==> src/shared/pcid_pkg.sv <==
// Constants shared by the pad cell and its storage pair.
// Assumes a single 40 MHz clock and static configuration inputs.
// Behaviour
// - Pad signal passes optional delay to a direct registered fabric output.
// - Delayed pad signal also feeds a storage pair driving two captured outputs.
// - Output path muxes two fabric data bits, optionally through a storage pair.
// - Tristate path muxes two fabric controls, optionally stored, to set high impedance.
// - Each path owns a storage pair, each element register or latch.
// - Every pad and fabric signal entering the cell has a selectable inversion inside the cell.
// - Input-only variant keeps only the input path, no driver logic.
// - Input delay is a coarse element followed by a seven-tap line.
// - Direct input selects any of seven taps, fourteen settings with coarse choice.
// - Registered input selects three taps only, six settings with coarse choice.
// - Coarse element is shared: used by both paths or bypassed by both.
// - Tap selections are fixed at configuration and never change in operation.
package pcid_pkg;
    localparam int CLOCK_HZ = 40_000_000;
    // Delay stages, each one clock period long.
    localparam int COARSE_LEN = 4;
    localparam int TAP_COUNT = 7;
    localparam logic [2:0] TAP_LAST = 3'h6;
    // Taps reachable from the registered path.
    localparam logic [2:0] REG_TAP_A = 3'h0;
    localparam logic [2:0] REG_TAP_B = 3'h3;
    localparam logic [2:0] REG_TAP_C = 3'h6;
    // Inversion vector bit positions.
    localparam int INV_W = 12;
    localparam int INV_PAD = 0;
    localparam int INV_OD1 = 1;
    localparam int INV_OD2 = 2;
    localparam int INV_TC1 = 3;
    localparam int INV_TC2 = 4;
    localparam int INV_IG1 = 5;
    localparam int INV_IG2 = 6;
    localparam int INV_OG1 = 7;
    localparam int INV_OG2 = 8;
    localparam int INV_TG1 = 9;
    localparam int INV_TG2 = 10;
    localparam int INV_SR = 11;
    // Latch option vector: two bits per path, first element in the low bit.
    localparam int LATCH_W = 6;
    localparam int LATCH_IN = 0;
    localparam int LATCH_OUT = 2;
    localparam int LATCH_TRI = 4;
    // Output values shown after reset.
    localparam logic OUT_RESET = 1'h0;
    localparam logic OE_N_RESET = 1'h1;
endpackage

==> src/hdl/pcid_pad_cell.sv <==
// Pad cell: input path with programmable delay, output and tristate paths.
// Assumes fabric signals share clock_i; the pad input is asynchronous.
// Configuration inputs are sampled once, at the first edge after reset.
`timescale 1ns/1ps
`default_nettype none
module pcid_pad_cell
    import pcid_pkg::*;
#(
    parameter bit HAS_OUTPUT = 1'b1
)(
    // Clock and reset
    input wire logic clock_i,
    input wire logic nrst_i,
    // Pad
    input wire logic pad_in_i,
    output logic pad_out_o,
    output logic pad_oe_n_o,
    // Fabric data and controls
    input wire logic out_data_first_i,
    input wire logic out_data_second_i,
    input wire logic tristate_ctl_first_i,
    input wire logic tristate_ctl_second_i,
    input wire logic in_gate_first_i,
    input wire logic in_gate_second_i,
    input wire logic out_gate_first_i,
    input wire logic out_gate_second_i,
    input wire logic tri_gate_first_i,
    input wire logic tri_gate_second_i,
    input wire logic set_reset_i,
    // Static configuration
    input wire logic cfg_coarse_en_i,
    input wire logic [2:0] cfg_direct_tap_i,
    input wire logic [1:0] cfg_reg_tap_i,
    input wire logic [INV_W-1:0] cfg_invert_i,
    input wire logic [LATCH_W-1:0] cfg_latch_i,
    input wire logic cfg_out_reg_i,
    input wire logic cfg_out_second_i,
    input wire logic cfg_tri_reg_i,
    input wire logic cfg_tri_second_i,
    // Fabric results
    output logic direct_o,
    output logic captured_first_o,
    output logic captured_second_o
);
    // ------------------------------------------------------------------
    // Configuration capture
    // ------------------------------------------------------------------
    logic cfg_loaded;
    logic coarse_en;
    logic [2:0] direct_tap;
    logic [1:0] reg_tap;
    logic [INV_W-1:0] inv;
    logic [LATCH_W-1:0] latch;
    logic out_reg;
    logic out_second;
    logic tri_reg;
    logic tri_second;

    always_ff @(posedge clock_i or negedge nrst_i) begin
        if (!nrst_i) begin
            cfg_loaded <= 1'h0;
            coarse_en <= 1'h0;
            direct_tap <= 3'h0;
            reg_tap <= 2'h0;
            inv <= '0;
            latch <= '0;
            out_reg <= 1'h0;
            out_second <= 1'h0;
            tri_reg <= 1'h0;
            tri_second <= 1'h0;
        end else if (!cfg_loaded) begin
            cfg_loaded <= 1'h1;
            coarse_en <= cfg_coarse_en_i;
            direct_tap <= cfg_direct_tap_i;
            reg_tap <= cfg_reg_tap_i;
            inv <= cfg_invert_i;
            latch <= cfg_latch_i;
            out_reg <= cfg_out_reg_i;
            out_second <= cfg_out_second_i;
            tri_reg <= cfg_tri_reg_i;
            tri_second <= cfg_tri_second_i;
        end
    end

    // Selector 7 is beyond the line and reads the last tap.
    function automatic logic [2:0] direct_index(input logic [2:0] sel);
        direct_index = (sel > TAP_LAST) ? TAP_LAST : sel;
    endfunction

    // Only three taps reach the storage inputs.
    function automatic logic [2:0] reg_index(input logic [1:0] sel);
        case (sel)
            2'h0: reg_index = REG_TAP_A;
            2'h1: reg_index = REG_TAP_B;
            default: reg_index = REG_TAP_C;
        endcase
    endfunction

    // ------------------------------------------------------------------
    // Input synchroniser and delay line
    // ------------------------------------------------------------------
    logic pad_meta;
    logic pad_sync;
    logic pad_val;
    logic [COARSE_LEN-1:0] coarse;
    logic line_in;
    logic [TAP_COUNT-1:0] tap;
    logic in_d;

    always_ff @(posedge clock_i or negedge nrst_i) begin
        if (!nrst_i) begin
            pad_meta <= 1'h0;
            pad_sync <= 1'h0;
        end else begin
            pad_meta <= pad_in_i;
            pad_sync <= pad_meta;
        end
    end

    assign pad_val = pad_sync ^ inv[INV_PAD];

    always_ff @(posedge clock_i or negedge nrst_i) begin
        if (!nrst_i) begin
            coarse <= '0;
        end else begin
            coarse <= {coarse[COARSE_LEN-2:0], pad_val};
        end
    end

    // One coarse choice feeds both consumers of the line.
    assign line_in = coarse_en ? coarse[COARSE_LEN-1] : pad_val;

    genvar t;
    generate
        for (t = 0; t < TAP_COUNT; t++) begin : g_tap
            always_ff @(posedge clock_i or negedge nrst_i) begin
                if (!nrst_i) begin
                    tap[t] <= 1'h0;
                end else if (t == 0) begin
                    tap[t] <= line_in;
                end else begin
                    tap[t] <= tap[(t == 0) ? 0 : t-1];
                end
            end
        end
    endgenerate

    always_ff @(posedge clock_i or negedge nrst_i) begin
        if (!nrst_i) begin
            direct_o <= 1'h0;
        end else begin
            direct_o <= tap[direct_index(direct_tap)];
        end
    end

    assign in_d = tap[reg_index(reg_tap)];

    // ------------------------------------------------------------------
    // Input storage pair
    // ------------------------------------------------------------------
    logic sr;

    assign sr = set_reset_i ^ inv[INV_SR];

    pcid_store_pair u_in_pair (
        .clock_i(clock_i),
        .nrst_i(nrst_i),
        .d_first_i(in_d),
        .d_second_i(in_d),
        .gate_first_i(in_gate_first_i ^ inv[INV_IG1]),
        .gate_second_i(in_gate_second_i ^ inv[INV_IG2]),
        .latch_mode_i(latch[LATCH_IN+1:LATCH_IN]),
        .sr_i(sr),
        .q_first_o(captured_first_o),
        .q_second_o(captured_second_o)
    );

    // ------------------------------------------------------------------
    // Output and tristate paths
    // ------------------------------------------------------------------
    generate
        if (HAS_OUTPUT) begin : g_out
            logic od1;
            logic od2;
            logic tc1;
            logic tc2;
            logic oq1;
            logic oq2;
            logic tq1;
            logic tq2;
            logic out_mux;
            logic tri_mux;

            assign od1 = out_data_first_i ^ inv[INV_OD1];
            assign od2 = out_data_second_i ^ inv[INV_OD2];
            assign tc1 = tristate_ctl_first_i ^ inv[INV_TC1];
            assign tc2 = tristate_ctl_second_i ^ inv[INV_TC2];

            pcid_store_pair u_out_pair (
                .clock_i(clock_i),
                .nrst_i(nrst_i),
                .d_first_i(od1),
                .d_second_i(od2),
                .gate_first_i(out_gate_first_i ^ inv[INV_OG1]),
                .gate_second_i(out_gate_second_i ^ inv[INV_OG2]),
                .latch_mode_i(latch[LATCH_OUT+1:LATCH_OUT]),
                .sr_i(sr),
                .q_first_o(oq1),
                .q_second_o(oq2)
            );

            pcid_store_pair u_tri_pair (
                .clock_i(clock_i),
                .nrst_i(nrst_i),
                .d_first_i(tc1),
                .d_second_i(tc2),
                .gate_first_i(tri_gate_first_i ^ inv[INV_TG1]),
                .gate_second_i(tri_gate_second_i ^ inv[INV_TG2]),
                .latch_mode_i(latch[LATCH_TRI+1:LATCH_TRI]),
                .sr_i(sr),
                .q_first_o(tq1),
                .q_second_o(tq2)
            );

            always_comb begin
                out_mux = out_reg ? (out_second ? oq2 : oq1)
                                  : (out_second ? od2 : od1);
                tri_mux = tri_reg ? (tri_second ? tq2 : tq1)
                                  : (tri_second ? tc2 : tc1);
            end

            // A high tristate value releases the pad; drive only once set up.
            always_ff @(posedge clock_i or negedge nrst_i) begin
                if (!nrst_i) begin
                    pad_out_o <= OUT_RESET;
                    pad_oe_n_o <= OE_N_RESET;
                end else begin
                    pad_out_o <= out_mux;
                    pad_oe_n_o <= tri_mux | ~cfg_loaded;
                end
            end

            out_direct_a: assert property (@(posedge clock_i)
                disable iff (!nrst_i)
                (cfg_loaded && !out_reg && !out_second)
                |=> (pad_out_o == $past(od1)))
                else $error("direct output path lost its data");
            tri_direct_a: assert property (@(posedge clock_i)
                disable iff (!nrst_i)
                (cfg_loaded && !tri_reg && tri_second)
                |=> (pad_oe_n_o == $past(tc2)))
                else $error("tristate path chose the wrong control");
        end else begin : g_in_only
            // No driver: the pad is never enabled.
            always_ff @(posedge clock_i or negedge nrst_i) begin
                if (!nrst_i) begin
                    pad_out_o <= OUT_RESET;
                    pad_oe_n_o <= OE_N_RESET;
                end else begin
                    pad_out_o <= OUT_RESET;
                    pad_oe_n_o <= OE_N_RESET;
                end
            end

            in_only_a: assert property (@(posedge clock_i)
                disable iff (!nrst_i) pad_oe_n_o && !pad_out_o)
                else $error("input-only cell drove its pad");
        end
    endgenerate

    // ------------------------------------------------------------------
    // Checks
    // ------------------------------------------------------------------
    logic [3:0] run;

    always_ff @(posedge clock_i or negedge nrst_i) begin
        if (!nrst_i) begin
            run <= 4'h0;
        end else if (run != 4'hF) begin
            run <= run + 4'h1;
        end
    end

    cfg_frozen_a: assert property (@(posedge clock_i)
        disable iff (!nrst_i) cfg_loaded |=> ($stable(direct_tap)
            && $stable(reg_tap) && $stable(coarse_en)))
        else $error("delay selection changed in operation");
    short_direct_a: assert property (@(posedge clock_i)
        disable iff (!nrst_i) (run == 4'hF && !coarse_en
            && direct_tap == 3'h0) |-> (direct_o == $past(pad_val, 2)))
        else $error("shortest direct delay is wrong");
    long_direct_a: assert property (@(posedge clock_i)
        disable iff (!nrst_i) (run == 4'hF && coarse_en
            && direct_tap == 3'h6) |-> (direct_o == $past(pad_val, 12)))
        else $error("longest direct delay is wrong");
    reg_tap_a: assert property (@(posedge clock_i)
        disable iff (!nrst_i) (run == 4'hF && !coarse_en && reg_tap == 2'h1)
        |-> (in_d == $past(pad_val, 4)))
        else $error("registered path took the wrong tap");
    shared_coarse_a: assert property (@(posedge clock_i)
        disable iff (!nrst_i)
        (run == 4'hF && coarse_en && reg_tap == 2'h0)
        |-> (in_d == $past(pad_val, 5)))
        else $error("coarse element not shared");
    pad_invert_a: assert property (@(posedge clock_i)
        disable iff (!nrst_i) (run == 4'hF && inv[INV_PAD] && !coarse_en
            && direct_tap == 3'h0) |-> (direct_o != $past(pad_sync, 2)))
        else $error("pad inversion not applied");
endmodule
`default_nettype wire

==> src/hdl/pcid_store_pair.sv <==
// One pair of storage elements for a pad cell path.
// Assumes gates and data come from logic on the same clock, already inverted.
`timescale 1ns/1ps
`default_nettype none
module pcid_store_pair
    import pcid_pkg::*;
(
    // Clock and reset
    input wire logic clock_i,
    input wire logic nrst_i,
    // Data and gates
    input wire logic d_first_i,
    input wire logic d_second_i,
    input wire logic gate_first_i,
    input wire logic gate_second_i,
    // Options and forced clear
    input wire logic [1:0] latch_mode_i,
    input wire logic sr_i,
    // Stored values
    output logic q_first_o,
    output logic q_second_o
);
    logic [1:0] gate_prev;
    logic [1:0] gate_now;
    logic [1:0] d_now;
    logic [1:0] q;
    logic [1:0] load;

    assign gate_now = {gate_second_i, gate_first_i};
    assign d_now = {d_second_i, d_first_i};

    always_ff @(posedge clock_i or negedge nrst_i) begin
        if (!nrst_i) begin
            gate_prev <= 2'h0;
        end else begin
            gate_prev <= gate_now;
        end
    end

    // A register loads on the rising gate; a latch follows while gate is high.
    genvar k;
    generate
        for (k = 0; k < 2; k++) begin : g_elem
            assign load[k] = latch_mode_i[k] ? gate_now[k]
                                             : gate_now[k] & ~gate_prev[k];
            always_ff @(posedge clock_i or negedge nrst_i) begin
                if (!nrst_i) begin
                    q[k] <= 1'h0;
                end else if (sr_i) begin
                    q[k] <= 1'h0;
                end else if (load[k]) begin
                    q[k] <= d_now[k];
                end
            end
        end
    endgenerate

    assign q_first_o = q[0];
    assign q_second_o = q[1];

    edge_load_a: assert property (@(posedge clock_i)
        disable iff (!nrst_i)
        (!sr_i && !latch_mode_i[0] && gate_first_i && !gate_prev[0])
        |=> (q_first_o == $past(d_first_i)))
        else $error("register element missed its load edge");
    latch_follow_a: assert property (@(posedge clock_i)
        disable iff (!nrst_i)
        (!sr_i && latch_mode_i[1] && gate_second_i) [*2]
        |=> (q_second_o == $past(d_second_i)))
        else $error("latch element did not follow its data");
    clear_hold_a: assert property (@(posedge clock_i)
        disable iff (!nrst_i) sr_i |=> (q == 2'h0))
        else $error("forced clear did not clear the pair");
endmodule
`default_nettype wire

==> config.mk <==
export PLATFORM = sky130hd
export DESIGN_NAME = pcid_pad_cell
export DESIGN_NICKNAME = d
export VERILOG_FILES = /design/src/shared/pcid_pkg.sv /design/src/hdl/pcid_pad_cell.sv /design/src/hdl/pcid_store_pair.sv
export SDC_FILE = /design/constraint.sdc
export NUM_CORES = 1
export LEC_CHECK = 0
export ABC_AREA = 1
export BUFFER_PORTS_ARGS = -buffer_cell sky130_fd_sc_hd__buf_2
export CAP_MARGIN = 40
export CORE_MARGIN = 2
export CORE_UTILIZATION = 33
export DETAILED_ROUTE_END_ITERATION = 16
export GPL_ROUTABILITY_DRIVEN = 0
export PLACE_DENSITY = 0.52
export SKIP_CTS_REPAIR_TIMING = 1
export SLEW_MARGIN = 20
export SYNTH_ARGS = -nofsm -noshare
export SYNTH_HDL_FRONTEND = slang
export SYNTH_SLANG_ARGS = --single-unit
==> constraint.sdc <==
create_clock -name clock_i -period 1.5 [get_ports clock_i]
set_clock_uncertainty 0.15 [all_clocks]
set_input_delay 0.225 -clock clock_i [delete_from_list [all_inputs] [get_ports clock_i]]
set_output_delay 0.225 -clock clock_i [all_outputs]
set_load 0.005 [all_outputs]
======== Yosys cells after proc, flatten, opt, wreduce, memory -nomap -nowiden ========
Cells that the tools add are included.
storage, ports and cells
  register bits ........................... 57
  bits of input ports ..................... 42
  logic and storage cells ................. 100
cells by class
  magnitude comparators ................... 3
  equal/unequal tests ..................... 1
  muxes and demuxes ....................... 31
  bitwise operators ....................... 26
  reductions and logical operators ........ 7
operator list
  cell                                                         count
  2-to-1 mux 1 bit                                             27
  nonzero test 2 bit                                           6
  XOR 1 bit                                                    12
  less-than comparator 3 x 4 -> 1 bit (second input constant)  2
  inverter 1 bit                                               7
  AND 1 bit                                                    6
  binary-select mux 1 bit (select 3 bit)                       2
  one-hot mux 3 bit (2 select lines)                           1
  > comparator 3 bit (second input constant)                   1
  2-to-1 mux 3 bit                                             1
  == test 2 x 1 -> 1 bit (second input constant)               1
  logical NOT 2 bit                                            1
  OR 1 bit                                                     1

======== Depth between registers and ports, before layout ========
  depth after elaboration ................. 6
  depth in mapped cells ................... 7
  gate-level depth less buffers ........... 7

======== Cells and area by module ========
A second synthesis with hierarchy kept.
second synthesis, totals
  cells, all modules ...................... 210
  area total of the unflattened synthesis .. 2363.5 µm²
modules (own cells, without submodules)
  module           times used  cells each  area an instance (µm²)  seq. area each (µm²)
  pcid_pad_cell    1           159         1871.8                  1127.3
  pcid_store_pair  3           17          163.9                   100.1

======== Worst setup path before layout ========
OpenSTA, ideal clock, no wires.
  path kind ............................... flip-flop to flip-flop
  from .................................... register cfg_loaded
  to ...................................... register coarse_en
  arrival time ............................ 0.828 ns
  setup slack ............................. 0.396 ns
  stages on the path, launching flop included .. 3
  buffers on the path ..................... 1
  path through ............................ dfrtp_1 buf_6 mux2_4
RTL lines
  what                    line                 text
  from (decl)             pcid_pad_cell.sv:48  logic cfg_loaded;
  from (signal assigned)  pcid_pad_cell.sv:61  cfg_loaded <= 1'h0;
  from (signal assigned)  pcid_pad_cell.sv:72  cfg_loaded <= 1'h1;
  to (signal assigned)    pcid_pad_cell.sv:73  coarse_en <= cfg_coarse_en_i;
  to (decl)               pcid_pad_cell.sv:49  logic coarse_en;
No word-level cell between the ends.

======== Worst setup path after layout ========
  from .................................... register pad_oe_n_o
  to ...................................... output pad_oe_n_o
RTL lines
  what                    line                  text
  from (decl)             pcid_pad_cell.sv:17   output logic pad_oe_n_o,
  from (signal assigned)  pcid_pad_cell.sv:239  pad_oe_n_o <= tri_mux | ~cfg_loaded;
No word-level cell between the ends.

==> impl_metrics.toml <==
[run_status]
status = "finished with violations"
violations = "hold timing"

[place]
hpwl_um = 3150
dp_cells = 403
portBuffers = 46

[sta]
fin_tns_setup_ns = 0
rsz0062_at_grt = "no"
layout_min_cycle_time_ns = 1.33
timing.hold.ws_ns = -0.0115
finalHoldViolCount = 3
setup_viol = 0
fmax_mhz = 751
drv_slew = 0
finalCritPeriodShare = 0.888

[synthesis]
synth_simple_gate_area_share = 0.193
synth.yosys.warnings = 0
netlist_instances = 259
synth_fa_ha_area_frac = 0
synth_edf_count = 0
synth_cell_types = 23
async_flop_share = 1.00
synthTopCellsByCount = "nand2_1, dfrtp_1, inv_1"
synth_nets = 301
synth_area_per_cell_um2 = 9.31
synth_top_family_by_area = "simple AND/OR/NAND/NOR gates"
synth_xor_area_frac = 0.0109
synth_area_um2 = 2410
ys_seq_elements = 57
synth.largest_area_cell = "dfrtp_1"
synth_compound_area_frac = 0.0701
ys.flop_type = "dfrtp_1"
synth_top_area_share = 0.581
synth.area.top_cells = "dfrtp_1, nand2_1, inv_1, nor2_1, mux2_4"
synth_seq_area_share = 0.592
yosysMostFrequentCell = "nand2_1"
synth.area.mux_share = 0.0483

[layout]
multi_input_area_um2 = 779
layout-drive-gt1-share = 0.241
final_cells = 444
areaGrowthSynthToFinish_pct = 34.1
diodes = 0
fillCellCount = 703
regMostFlops = "inv"
final_net_count = 383
largest_reg_flops = 12
ff_latch_area_um2 = 1430
reg_top3 = "inv (12), tap (7), latch (6)"

[pwr]
p_per_area_nw_per_um2 = 1170
ir_drop_uv = 631
leakagePower_nw = 1.71

[worst_setup_path]
cp.arrival_ns = 0.96
critPathKind = "flip-flop to output pin"
path_cells = "buf_2"
endpoint = "pad_oe_n_o"
endpoint_kind = "output pin"
max_stage_delay_ns = 0.52
cpLargestDelayFamily = "flip-flops"
path_depth = 1
r2r_cells = 2
startpoint = "pad_oe_n_o"
rrSetupSlack_ns = 0.31
slowest_stage = "dfstp_2"
reg2reg_from = "cfg_loaded"
startpoint_type = "flip-flop"
worstPathRequired_ns = 1.12
r2r_end = "reg_tap[0]"
crit_buf_inv = 1
path_max_fanout = 1

[route]
first_pass_iters = 4
drc_errors = 0
vias = 1786
drtIter0Drc = 83
viasPerCell = 4.02
finalWirelength_um = 4540
ant_nets = 0
routed_wire_length_per_instance_um = 10.2

[clock_network]
insertion_delay_ns = 0.33
cts_made_buffers = 9
clkSlewWorstSetupHoldPaths_ns = 0.06
cts_buffer_depth = 2
clock-root-buffer = "clkbuf_8"
cts_tree = "yes"
htree_levels = 3
cts.sinks = 57

[global_route]
overflow = 0
grt_usage = 0.125
antenna_found_initial = 0
grt_pass1_vias = 1586
grt_max_degree = 39
grt_pass1_wl_um = 7230

[floorplan]
start_util = 0.336
die_h_um = 89.5
chipWidth_um = 89.5
core_um2 = 7180
io_pins = 47
die_area_um2 = 8010
rows = 31

[worst_hold_path]
min_path_type = "input port to flip-flop"
min_from = "cfg_invert_i[2]"

[flow_run]
maxCapViolCount = 0
[final cells by class]
cell class,count,share of cell area
well taps,99,0.0383
multi-input cells,155,0.241
inverters,42,0.0495
clock inverters,3,0.0124
flip-flops and latches,57,0.442
clock buffers,12,0.0480
repair buffers,76,0.169
[worst min-delay path by stage]
stage | endpoint | depth (start not counted) | slack (ns)
3_3_place_gp | latch[4] | 1 | -0.007
4_1_cts | g_out.u_tri_pair.q_second_o | 1 | -0.38
3_5_place_dp | g_out.u_tri_pair.gate_prev[0] | 1 | -0.008
5_1_grt | latch[4] | 3 | 0.001
6_report | inv[2] | 3 | -0.01
2_1_floorplan | cfg_loaded | 0 | -0.22
[power breakdown]
group / leakage, nW / internal [mW] / switching (mW) / total (mW)
Clock: 0.102 / 0.843 / 0.565 / 1.41
Combinational: 0.947 / 0.273 / 0.288 / 0.561
Sequential: 0.656 / 1.73 / 0.0919 / 1.82
[cells by family (layout without fill, tap and decap cells)]
family          after synthesis  in the layout
flops                        57             57
buf+inv                      47            133
simple gates                114            114
compound gates               29             29
other cells                   1              1
xor+xnor                      3              3
mux                           8              8
[layout by cell type, fill, tap and decap left out, drive strengths merged]
cell / synthesis / routed
bufinv: 0 / 1
dlygate4sd3: 0 / 26
clkinv: 0 / 2
nor2: 37 / 37
dfstp: 1 / 1
mux2: 8 / 8
xor2: 1 / 1
o21ai: 5 / 5
inv: 42 / 42
conb: 1 / 1
nand3b: 1 / 1
and2: 4 / 4
o21a: 2 / 2
clkbuf: 0 / 12
a21oi: 22 / 22
buf: 5 / 50
dfrtp: 56 / 56
xnor2: 2 / 2
nand3: 12 / 12
nand2: 60 / 60
[per-layer routing]
metal,track usage,wire [um]
met4,0.0502,49
met5,0,0
met1,0.161,2320
met2,0.174,1910
met3,0.0674,266
[stage by stage]
step	util	hold WS [ns]	power [mW]	area, um^2	setup WS, ns
global route	0.451	0.00133	4.04	3230	0.124
CTS	0.414	-0.379	3.82	2970	0.140
finish	0.451	-0.0115	3.79	3230	0.169
detailed placement	0.387	-0.00764	2.37	2780	0.311
floorplan	-	-0.221	2.16	2410	0.396
global placement	0.387	-0.00732	2.36	2780	0.314
(Power assumes the default switching activity.)
